--- src/rtl/ext_exec_regs.svh ---
// Opcodes, field positions and phase indices for the extended-instruction execute block
`ifndef EXT_EXEC_REGS_SVH
`define EXT_EXEC_REGS_SVH

`define EXT_ADD_PTR_OPC 8'he8
`define EXT_CALL_ACC_OPC 16'h0014
`define EXT_SEL_MSB 7
`define EXT_SEL_LSB 6
`define EXT_LIT_MSB 5
`define EXT_FRAME_SEL 2'h3
`define EXT_FRAME_IDX 2'h2
`define EXT_RET_STEP 2
`define EXT_Q1 0
`define EXT_Q2 1
`define EXT_Q3 2
`define EXT_Q4 3

`endif

--- src/rtl/ext_exec_pkg.sv ---
// Types shared by the extended-instruction execute block
`default_nettype none
package ext_exec_pkg;
    typedef enum logic [1:0] {
        OP_NONE = 2'b00,
        OP_ADD_PTR = 2'b01,
        OP_ADD_RET = 2'b10,
        OP_CALL_ACC = 2'b11
    } op_e;
    typedef logic [3:0] quarter_t;
endpackage
`default_nettype wire

--- src/rtl/quarter_if.sv ---
// Quarter-phase carrier between the phase generator and the execute logic
`default_nettype none
interface quarter_if;
    import ext_exec_pkg::*;
    quarter_t q;
    modport src (output q);
    modport snk (input q);
endinterface
`default_nettype wire

--- src/rtl/ext_exec.sv ---
// Execute logic for add-to-pointer, add-and-return and call-via-accumulator
`include "ext_exec_regs.svh"
`default_nettype none
module ext_exec #(
    parameter int PTR_W = 12,
    parameter int PC_W = 21
) (
    // Clock and reset
    input wire logic i_ref_clk,
    input wire logic i_arst_n,
    // Instruction word, presented in Q1
    input wire logic i_instr_valid,
    input wire logic [15:0] i_instr,
    input wire logic i_extended_set_enable_bit,
    // Core state
    input wire logic [PTR_W-1:0] i_file_select_pointer_0,
    input wire logic [PTR_W-1:0] i_file_select_pointer_1,
    input wire logic [PTR_W-1:0] i_stack_frame_pointer,
    input wire logic [PC_W-1:0] i_pc,
    input wire logic [PC_W-1:0] i_top_of_return_stack,
    input wire logic [7:0] i_accumulator_reg,
    input wire logic [7:0] i_counter_latch_high,
    input wire logic [PC_W-17:0] i_counter_latch_upper,
    // Pointer write
    output logic o_ptr_we,
    output logic [1:0] o_ptr_sel,
    output logic [PTR_W-1:0] o_ptr_data,
    // Return stack and program counter
    output logic o_stack_push,
    output logic [PC_W-1:0] o_stack_push_addr,
    output logic o_stack_pop,
    output logic o_pc_load,
    output logic [PC_W-1:0] o_pc_value,
    // Status
    output logic o_nop_cycle,
    output ext_exec_pkg::quarter_t o_quarter
);
    import ext_exec_pkg::*;

    typedef struct packed {
        op_e op;
        logic [1:0] sel;
        logic [5:0] lit;
        logic [PTR_W-1:0] base;
        logic [7:0] acc;
        logic nop_next;
        logic nop_cycle;
        logic ptr_we;
        logic [1:0] ptr_sel;
        logic [PTR_W-1:0] ptr_data;
        logic push;
        logic [PC_W-1:0] push_addr;
        logic pop;
        logic pc_load;
        logic [PC_W-1:0] pc_value;
    } exec_s;

    exec_s q_q;
    exec_s d_d;
    quarter_if ph ();

    quarter_gen u_quarter_gen (
        .i_ref_clk(i_ref_clk),
        .i_arst_n(i_arst_n),
        .ph(ph)
    );

    logic dec_q1;
    assign dec_q1 = ph.q[`EXT_Q1] && i_instr_valid && i_extended_set_enable_bit && !q_q.nop_next;

    always_comb begin
        d_d = q_q;
        d_d.ptr_we = 1'b0;
        d_d.push = 1'b0;
        d_d.pop = 1'b0;
        d_d.pc_load = 1'b0;
        // Each action is registered one clock early so it shows in its own quarter
        if (ph.q[`EXT_Q1]) begin
            d_d.op = OP_NONE;
            d_d.nop_next = 1'b0;
            if (dec_q1) begin
                if (i_instr[15:8] == `EXT_ADD_PTR_OPC) begin
                    d_d.sel = i_instr[`EXT_SEL_MSB:`EXT_SEL_LSB];
                    d_d.lit = i_instr[`EXT_LIT_MSB:0];
                    d_d.op = (i_instr[`EXT_SEL_MSB:`EXT_SEL_LSB] == `EXT_FRAME_SEL) ? OP_ADD_RET : OP_ADD_PTR;
                end else if (i_instr == `EXT_CALL_ACC_OPC) begin
                    d_d.op = OP_CALL_ACC;
                end
            end
        end
        if (ph.q[`EXT_Q2]) begin
            case (q_q.sel)
                2'h0: d_d.base = i_file_select_pointer_0;
                2'h1: d_d.base = i_file_select_pointer_1;
                default: d_d.base = i_stack_frame_pointer;
            endcase
            d_d.acc = i_accumulator_reg;
            if (q_q.op == OP_CALL_ACC) begin
                d_d.push = 1'b1;
                d_d.push_addr = PC_W'(i_pc + PC_W'(`EXT_RET_STEP));
            end
        end
        if (ph.q[`EXT_Q3]) begin
            case (q_q.op)
                OP_ADD_PTR, OP_ADD_RET: begin
                    d_d.ptr_we = 1'b1;
                    d_d.ptr_sel = (q_q.op == OP_ADD_RET) ? `EXT_FRAME_IDX : q_q.sel;
                    d_d.ptr_data = PTR_W'(q_q.base + PTR_W'(q_q.lit));
                    if (q_q.op == OP_ADD_RET) begin
                        d_d.pop = 1'b1;
                        d_d.pc_load = 1'b1;
                        d_d.pc_value = i_top_of_return_stack;
                        d_d.nop_next = 1'b1;
                    end
                end
                OP_CALL_ACC: begin
                    // Only the return address was saved; no shadow registers here
                    d_d.pc_load = 1'b1;
                    d_d.pc_value = {i_counter_latch_upper, i_counter_latch_high, q_q.acc};
                    d_d.nop_next = 1'b1;
                end
                default: d_d.nop_next = q_q.nop_next;
            endcase
        end
        if (ph.q[`EXT_Q4]) begin
            // Raised on the Q4 edge so the flag covers Q1 through Q4 of the idle cycle
            d_d.nop_cycle = q_q.nop_next;
        end
    end

    always_ff @(posedge i_ref_clk or negedge i_arst_n) begin
        if (!i_arst_n) begin
            q_q <= '0;
        end else begin
            q_q <= d_d;
        end
    end

    assign o_ptr_we = q_q.ptr_we;
    assign o_ptr_sel = q_q.ptr_sel;
    assign o_ptr_data = q_q.ptr_data;
    assign o_stack_push = q_q.push;
    assign o_stack_push_addr = q_q.push_addr;
    assign o_stack_pop = q_q.pop;
    assign o_pc_load = q_q.pc_load;
    assign o_pc_value = q_q.pc_value;
    assign o_nop_cycle = q_q.nop_cycle;
    assign o_quarter = ph.q;

    logic dec_add;
    logic dec_ret;
    logic dec_call;
    assign dec_add = dec_q1 && i_instr[15:8] == `EXT_ADD_PTR_OPC && i_instr[7:6] != `EXT_FRAME_SEL;
    assign dec_ret = dec_q1 && i_instr[15:8] == `EXT_ADD_PTR_OPC && i_instr[7:6] == `EXT_FRAME_SEL;
    assign dec_call = dec_q1 && i_instr == `EXT_CALL_ACC_OPC;
endmodule
`default_nettype wire

--- src/rtl/quarter_gen.sv ---
// Splits the core clock into four one-hot quarter phases
`default_nettype none
module quarter_gen (
    // Clock and reset
    input wire logic i_ref_clk,
    input wire logic i_arst_n,
    // Phase out
    quarter_if.src ph
);
    import ext_exec_pkg::*;

    typedef struct packed {
        quarter_t q;
    } gen_s;

    gen_s q_q;
    gen_s d_d;

    always_comb begin
        d_d = q_q;
        d_d.q = {q_q.q[2:0], q_q.q[3]};
    end

    always_ff @(posedge i_ref_clk or negedge i_arst_n) begin
        if (!i_arst_n) begin
            q_q.q <= 4'h8;
        end else begin
            q_q <= d_d;
        end
    end

    assign ph.q = q_q.q;
endmodule
`default_nettype wire

--- config.mk ---
export PLATFORM = sky130hd
export DESIGN_NAME = ext_exec
export DESIGN_NICKNAME = d
export VERILOG_FILES = /design/src/rtl/ext_exec_pkg.sv /design/src/rtl/quarter_if.sv /design/src/rtl/ext_exec.sv /design/src/rtl/quarter_gen.sv
export VERILOG_INCLUDE_DIRS = /design/src /design/src/rtl
export SDC_FILE = /design/constraint.sdc
export NUM_CORES = 1
export LEC_CHECK = 0
export ABC_CLOCK_PERIOD_IN_PS = 4130
export BUFFER_PORTS_ARGS = -buffer_cell sky130_fd_sc_hd__clkbuf_2
export CAP_MARGIN = 20
export CORE_MARGIN = 8
export CORE_UTILIZATION = 54
export CTS_CLUSTER_DIAMETER = 60
export DETAILED_ROUTE_END_ITERATION = 12
export GPL_TIMING_DRIVEN = 0
export PLACE_DENSITY = 0.9
export SETUP_SLACK_MARGIN = 0.15
export SLEW_MARGIN = 20
export SYNTH_ARGS = -nofsm -noshare
export SYNTH_HDL_FRONTEND = slang
export SYNTH_SLANG_ARGS = --single-unit
--- constraint.sdc ---
create_clock -name i_ref_clk -period 4.13 [get_ports i_ref_clk]
set_input_delay 0.826 -clock i_ref_clk [delete_from_list [all_inputs] [get_ports i_ref_clk]]
set_output_delay 0.826 -clock i_ref_clk [all_outputs]
set_load 0.005 [all_outputs]
==> impl_metrics.json, run 1 <==
{
  "status": "finished, final reports clean",
  "synth-async-reset-ratio": 1.00,
  "maxSlewHeadroom": 0.503,
  "ys_warn_count": 0,
  "synth_xor_area_frac": 0.0253,
  "cts_tree": "built",
  "tns_ns": 0,
  "grt_usage": 0.218,
  "clk_path_buf_depth": 2,
  "clk_pin_slew_ns": 0.10,
  "gp_routability_congestion": 0.907,
  "final_antenna_net_count": 0,
  "power.leakage_nw": 3.20,
  "drt-total-wl_mm": 14.2,
  "fp.dieW_um": 114,
  "worst_pin_slew_ns": 0.745,
  "dp_hpwl_mm": 11.4,
  "path_cells": "clkbuf_2 -> nor4_1 -> nand4_1 -> nor2_2 -> mux2_2",
  "cts_resized": 0,
  "ioPinCount": 184,
  "crit_path_start_kind": "primary input",
  "timing.rr.start": "q_q[82]$_DFFE_PN0P_",
  "critPathMaxFanout": 10,
  "hold_buffers": 0,
  "core-area_um2": 9280,
  "synth_edf_count": 0,
  "setup_viol": 0,
  "worstPathRequired_ns": 4.37,
  "synth_area_per_cell_um2": 10.0,
  "syn_area_um2": 5190,
  "reg2reg_depth": 6,
  "fmax_mhz": 479,
  "initial_core_util": 0.559,
  "rsz0062_at_grt": "false",
  "grt_max_degree": 97,
  "wl_per_cell_um": 16.8,
  "numPortBuffers": 183,
  "cts_setup_buffers": 0,
  "yosys-mux-area-fraction": 0.0882,
  "finalClockSkew_ns": 0.0190,
  "crit_path_end_kind": "flop",
  "fin_nets": 843,
  "numClockSinks": 96,
  "ir_drop_uv": 201,
  "grt-ovfl-total": 0,
  "syn_nets": 649,
  "grt_pass1_wl_mm": 22.9,
  "layout_min_cycle_time_ns": 2.09,
  "hold_path_class": "flop to flop",
  "power_mw": 1.64,
  "antennaDiodeCount": 0,
  "cts_root_buffer": "clkbuf_8",
  "die-area_um2": 13000,
  "synth-main-ff-cell": "dfrtp_1",
  "cts.htree.levels": 3,
  "std_cell_rows": 35,
  "crit_start": "i_instr[9]",
  "synth_cells": 519,
  "dr.pass1.iters": 4,
  "synth_compound_area_frac": 0.148,
  "remaining_drc_errors": 0,
  "crit_type": "primary input to flop",
  "numCtsBuffers": 9,
  "final.period_utilization": 0.505,
  "finalHoldViolCount": 0,
  "min_from": "u_quarter_gen.ph.q[3]$_DFF_PN1_",
  "layout-drive-gt1-share": 0.412,
  "hold_path_depth": 0,
  "power_density_nw_per_um2": 254,
  "viasPerCell": 5.43,
  "clk_latency_ns": 0.36,
  "die_h_um": 114,
  "slew_viol_final": 0,
  "synthAdderAreaFrac": 0.0280,
  "synth_seq_cells": 96,
  "synth.distinct_cells": 52,
  "drtIter0Drc": 218,
  "vias": 4600,
  "cpPeakStageDelay_ns": 0.43,
  "worst_path_max_delay_cell": "nor2_2",
  "synth_top_family_by_area": "compound AO/OA/AOI/OAI gates",
  "antenna_found_initial": 0,
  "area_growth_pct": 24.5,
  "yosysSeqAreaShare": 0.463,
  "grt_pass1_vias": 4936,
  "cap_violations": 0,
  "synthSimpleGateAreaFrac": 0.135,
  "arrival_ns": 2.33
}
power breakdown:
group | internal, mW | switching, mW
logic | 0.0535 | 0.0589
clock network | 0.232 | 0.356
registers | 0.939 | 0
cell type report:
class                   count  area, µm²
plain buffers              85        544
clock buffers               9        124
clock inverters             7       61.3
fillers                   746       2820
inverters                  10       37.5
multi-input cells         328       2210
flip-flops and latches     96       2400
well taps                 129        161
repair buffers            183        925
worst paths after layout:
check | end | slack, ns
max in group asynchronous | q_q[71]$_DFFE_PN0P_ | 3.08
min in group asynchronous | q_q[68]$_DFFE_PN0P_ | 0.52
worst max-delay path | q_q[88]$_DFFE_PN0P_ | 2.04
worst max register to register | o_ptr_data[10]$_DFFE_PN0P_ | 2.08
worst min register to register | u_quarter_gen.ph.q[0]$_DFF_PN0_ | 0.42
worst min-delay path | u_quarter_gen.ph.q[0]$_DFF_PN0_ | 0.42
critical path, delay by kind of cell:
kind | cells | cell delay, ns
buffers and inverters | 1 | 0.08
multiplexers | 1 | 0.39
AND/OR/NAND/NOR | 3 | 1.02
flip-flops by register name (all words and copies together) (netlist names):
signal and cells:
o_nop_cycle 1, q_q 31, o_ptr_sel 2, o_stack_pop 1, o_pc_load 1, o_ptr_we 1, o_ptr_data 12, o_stack_push_addr 21
o_pc_value 21, o_stack_push 1, u_quarter_gen.ph.q 4
cells in the mapped netlist, drive strengths merged (2+ instances only):
| master | n | share of area |
|---|---|---|
| nor2 | 13 | 0.0099 |
| or4 | 10 | 0.014 |
| nand3 | 12 | 0.012 |
| buf | 64 | 0.090 |
| dfrtp | 95 | 0.46 |
| o31ai | 28 | 0.040 |
| and2 | 2 | 0.0024 |
| a22oi | 21 | 0.030 |
| nor4 | 4 | 0.0048 |
| xor2 | 9 | 0.015 |
| or3 | 2 | 0.0024 |
| and3 | 5 | 0.0070 |
| nand4 | 6 | 0.010 |
| inv | 9 | 0.0065 |
| xnor2 | 6 | 0.010 |
| a31oi | 9 | 0.011 |
| and4 | 2 | 0.0036 |
| nand2 | 82 | 0.060 |
| o2111ai | 2 | 0.0034 |
| nand3b | 2 | 0.0029 |
| clkbuf | 21 | 0.015 |
| o21ai | 34 | 0.033 |
| a21oi | 5 | 0.0048 |
| a21o | 2 | 0.0029 |
| mux2i | 12 | 0.023 |
| nor3 | 2 | 0.0019 |
| mux2 | 30 | 0.065 |
| o21a | 2 | 0.0029 |
| o211ai | 3 | 0.0043 |
| ha | 10 | 0.024 |
| a211oi | 2 | 0.0029 |
kinds of logic after synthesis:
kind of cell,Yosys count
adders and majority gates,11
and+or+nand+nor,145
AOI/OAI and AO/OA,115
buffers and inverters,95
DFF,96
muxes,42
xor gates and xnor gates,15
metrics by stage:
step / instances / instance area (µm²) / hold WS (ns) / utilization / setup WS (ns)
global route: 847 / 6460 / 0.432 / 0.696 / 1.89
CTS: 847 / 6460 / 0.427 / 0.696 / 2.00
global placement: 831 / 6270 / 0.403 / 0.675 / 1.10
finish: 847 / 6460 / 0.424 / 0.696 / 2.04
floorplan: 519 / 5190 / 0.408 / - / 2.08
detailed placement: 831 / 6280 / 0.410 / 0.676 / 1.62
per-layer routing:
| metal | vias up | track usage | wire, µm |
|---|---|---|---|
| li1 | 2185 | - | - |
| met1 | 2185 | 0.247 | 5600 |
| met2 | 194 | 0.373 | 7030 |
| met3 | 36 | 0.0639 | 1210 |
| met4 | 0 | 0.0967 | 374 |
| met5 | - | 0 | 0 |
cell usage in the layout, fill, tap and decap left out, types with 4 or more instances in the layout:
master,count
xnor2_1,6
nor2_1,12
nand3_1,12
clkbuf_2,182
mux2_2,30
and3_1,4
a22oi_1,21
o31ai_1,28
a31oi_1,9
a21oi_1,5
nand4_1,5
o21ai_0,34
mux2i_1,12
buf_4,57
nor4_1,4
dfrtp_1,95
or4_1,10
clkbuf_1,21
inv_1,9
xor2_1,9
ha_1,10
nand2_1,81
clkbuf_8,10
(Power assumes the default switching activity.)
==> run 2, diff against run 1 <==
- ABC_CLOCK_PERIOD_IN_PS: 4130 -> 2200
- CORE_UTILIZATION: 54 -> 50
- PLACE_DENSITY: 0.9 -> 0.84
- clock period: 4.13 -> 2.2 ns (I/O delays scaled with it)
==> run 2 against run 1 <==
- worst hold slack got worse by 0.29 ns
- critical path type is now flop to flop
- global-route usage shrank 1.9 points
- final area is 0.56% higher
- clock skew is 0.0095 ns lower
- first-iteration DRC count increased by 5.0%
- setup slack got worse by 1.8 ns
- critical path depth up 1
- sequential cell count is the same
- critical endpoint is now o_ptr_data[10]$_DFFE_PN0P_
- count of clock-buffer cells in the layout increased by 3
- routed wire length fell by 3.7%
- total power grew 87%
- register-to-register slack worse by 1.9 ns
==> impl_metrics.json, run 2 (synthesis gave the netlist of run 1 again) <==
{
  "crit_path_end_kind": "flop",
  "antennaDiodeCount": 0,
  "vias": 4489,
  "numClockSinks": 96,
  "seqCellArea_um2": 2400,
  "fillers": 863,
  "worst_path_max_delay_cell": "dfrtp_1",
  "power_density_nw_per_um2": 472,
  "combPwrFrac": 0.068,
  "area_growth_pct": 25.2,
  "critPathTopFamily": "adder cells",
  "cts.htree.levels": 3,
  "numCtsBuffers": 9,
  "clk_latency_ns": 0.35,
  "drt-total-wl_mm": 13.7,
  "grt_pass1_vias": 4811,
  "setup_viol": 0,
  "critPathMaxFanout": 3,
  "power_mw": 3.06,
  "crit_type": "flop to flop",
  "fp.dieW_um": 118,
  "multiInputGateArea_um2": 2220,
  "grt_pass1_wl_mm": 23.0,
  "final_antenna_net_count": 0,
  "largest_register_ffs": 31,
  "grt_max_degree": 97,
  "antenna_found_initial": 0,
  "clkPwrFrac": 0.357,
  "hold_buffers": 0,
  "final_common_cell": "clkbuf_2",
  "std_cell_rows": 37,
  "power.internal_mw": 2.37,
  "arrival_ns": 2.22,
  "clk_pin_slew_ns": 0.09,
  "status": "finished, final reports clean",
  "numPortBuffers": 183,
  "drtIter0Drc": 229,
  "dr.pass1.iters": 4,
  "fmax_mhz": 504,
  "cts_tree": "built",
  "layout_common_cells": "clkbuf_2, dfrtp_1, nand2_1",
  "gp_routability_congestion": 0.885,
  "grt_usage": 0.199,
  "finalHoldViolCount": 0,
  "rsz0062_at_grt": "false",
  "clk_path_buf_depth": 2,
  "layout-drive-gt1-share": 0.426,
  "die_h_um": 118,
  "crit_path_start_kind": "flop",
  "cap_violations": 0,
  "final.period_utilization": 0.902,
  "fin_nets": 843,
  "switching_share": 0.228,
  "viasPerCell": 5.26,
  "switchingPower_mw": 0.700,
  "grt-ovfl-total": 0,
  "cts_root_buffer": "clkbuf_8",
  "slew_viol_final": 0,
  "ir_drop_uv": 301,
  "wl_per_cell_um": 16.0,
  "layout_min_cycle_time_ns": 1.98,
  "remaining_drc_errors": 0,
  "worstPathBufferInverterCount": 0,
  "power.leakage_nw": 3.21,
  "core-area_um2": 10200,
  "ioPinCount": 184,
  "regMostFlops": "q_q",
  "dp_hpwl_mm": 11.0,
  "initial_core_util": 0.510,
  "path_cells": "ha_1 -> fa_2 -> a211o_1 -> a211oi_2 -> or4_1 -> nand3_1",
  "worstPathRequired_ns": 2.44,
  "finalClockSkew_ns": 0.00957,
  "worst_pin_slew_ns": 0.763,
  "seqPwrFrac": 0.575,
  "hold_path_class": "primary input to async pin",
  "tns_ns": 0,
  "die-area_um2": 13900,
  "cpPeakStageDelay_ns": 0.41,
  "maxSlewHeadroom": 0.491
}
-- run 2: changes by cell type in the layout (fill, tap and decap cells not counted), moves of 2 or more --
cell / before / now
inv_8: 2 / 0
clkbuf_1: 21 / 17
clkbuf_2: 182 / 189
clkinvlp_4: 1 / 3
clkbuf_8: 10 / 13
buf_1: 3 / 0
inv_6: 2 / 0
-- run 2: routing by layer --
layer  vias up  global-route usage  share of wire
met5         -                   0              0
li1       2182                   -              -
met1      2113               0.245           0.43
met4         0              0.0705          0.021
met3        28              0.0580          0.077
met2       166               0.324           0.48
-- run 2: cell type report --
cell class | instances | share of cell area
clock inverter | 4 | 0.00424
sequential | 96 | 0.370
inverter | 10 | 0.00578
clock buffer | 12 | 0.0254
tap | 136 | 0.0262
buffer | 85 | 0.0851
multi-input combinational | 328 | 0.341
timing repair buffer | 183 | 0.142
-- run 2: path summary, 6_finish.rpt --
kind / startpoint / to / slack (ns) / depth (start not counted)
hold reg to reg: u_quarter_gen.ph.q[3]$_DFF_PN1_ / u_quarter_gen.ph.q[0]$_DFF_PN0_ / 0.42 / 0
setup / recovery: q_q[82]$_DFFE_PN0P_ / o_ptr_data[10]$_DFFE_PN0P_ / 0.22 / 6
hold / removal: i_arst_n / o_ptr_data[5]$_DFFE_PN0P_ / 0.13 / 1
max in group asynchronous: i_arst_n / q_q[70]$_DFFE_PN0P_ / 1.51 / 1
min in group i_ref_clk: i_pc[0] / o_stack_push_addr[0]$_DFFE_PN0P_ / 0.27 / 3
setup reg to reg: q_q[82]$_DFFE_PN0P_ / o_ptr_data[10]$_DFFE_PN0P_ / 0.22 / 6
-- run 2: stage by stage --
stage / setup slack (ns) / instance area [µm²] / hold slack [ns] / utilization / std cells
floorplan: 0.370 / 5190 / 0.144 / - / 519
global placement: -0.436 / 6280 / 0.403 / 0.616 / 838
global route: 0.152 / 6500 / 0.215 / 0.638 / 854
finish: 0.216 / 6500 / 0.134 / 0.638 / 854
detailed placement: 0.121 / 6290 / 0.405 / 0.617 / 838
CTS: 0.150 / 6480 / 0.194 / 0.636 / 854
-- run 2: worst register-to-register path, stage by stage (launching register included) --
cell	delay (ns)
dfrtp_1	0.41
ha_1	0.24
fa_2	0.38
a211o_1	0.32
a211oi_2	0.30
or4_1	0.16
nand3_1	0.07
-- run 2: timing repair --
action,in CTS,in global routing
gates resized for setup,1,12
setup buffers,0,0
setup endpoints to repair,8,42
pin swaps,0,1
-- run 2: power by group through the flow --
stage | clock, mW | combinational (mW) | sequential, mW
after floorplan | 0 | 0.0417 | 1.80
after global placement | 0 | 0.202 | 1.80
after detailed placement | 0 | 0.211 | 1.80
after CTS | 1.12 | 0.211 | 1.76
after global routing | 1.20 | 0.234 | 1.76
final | 1.09 | 0.209 | 1.76
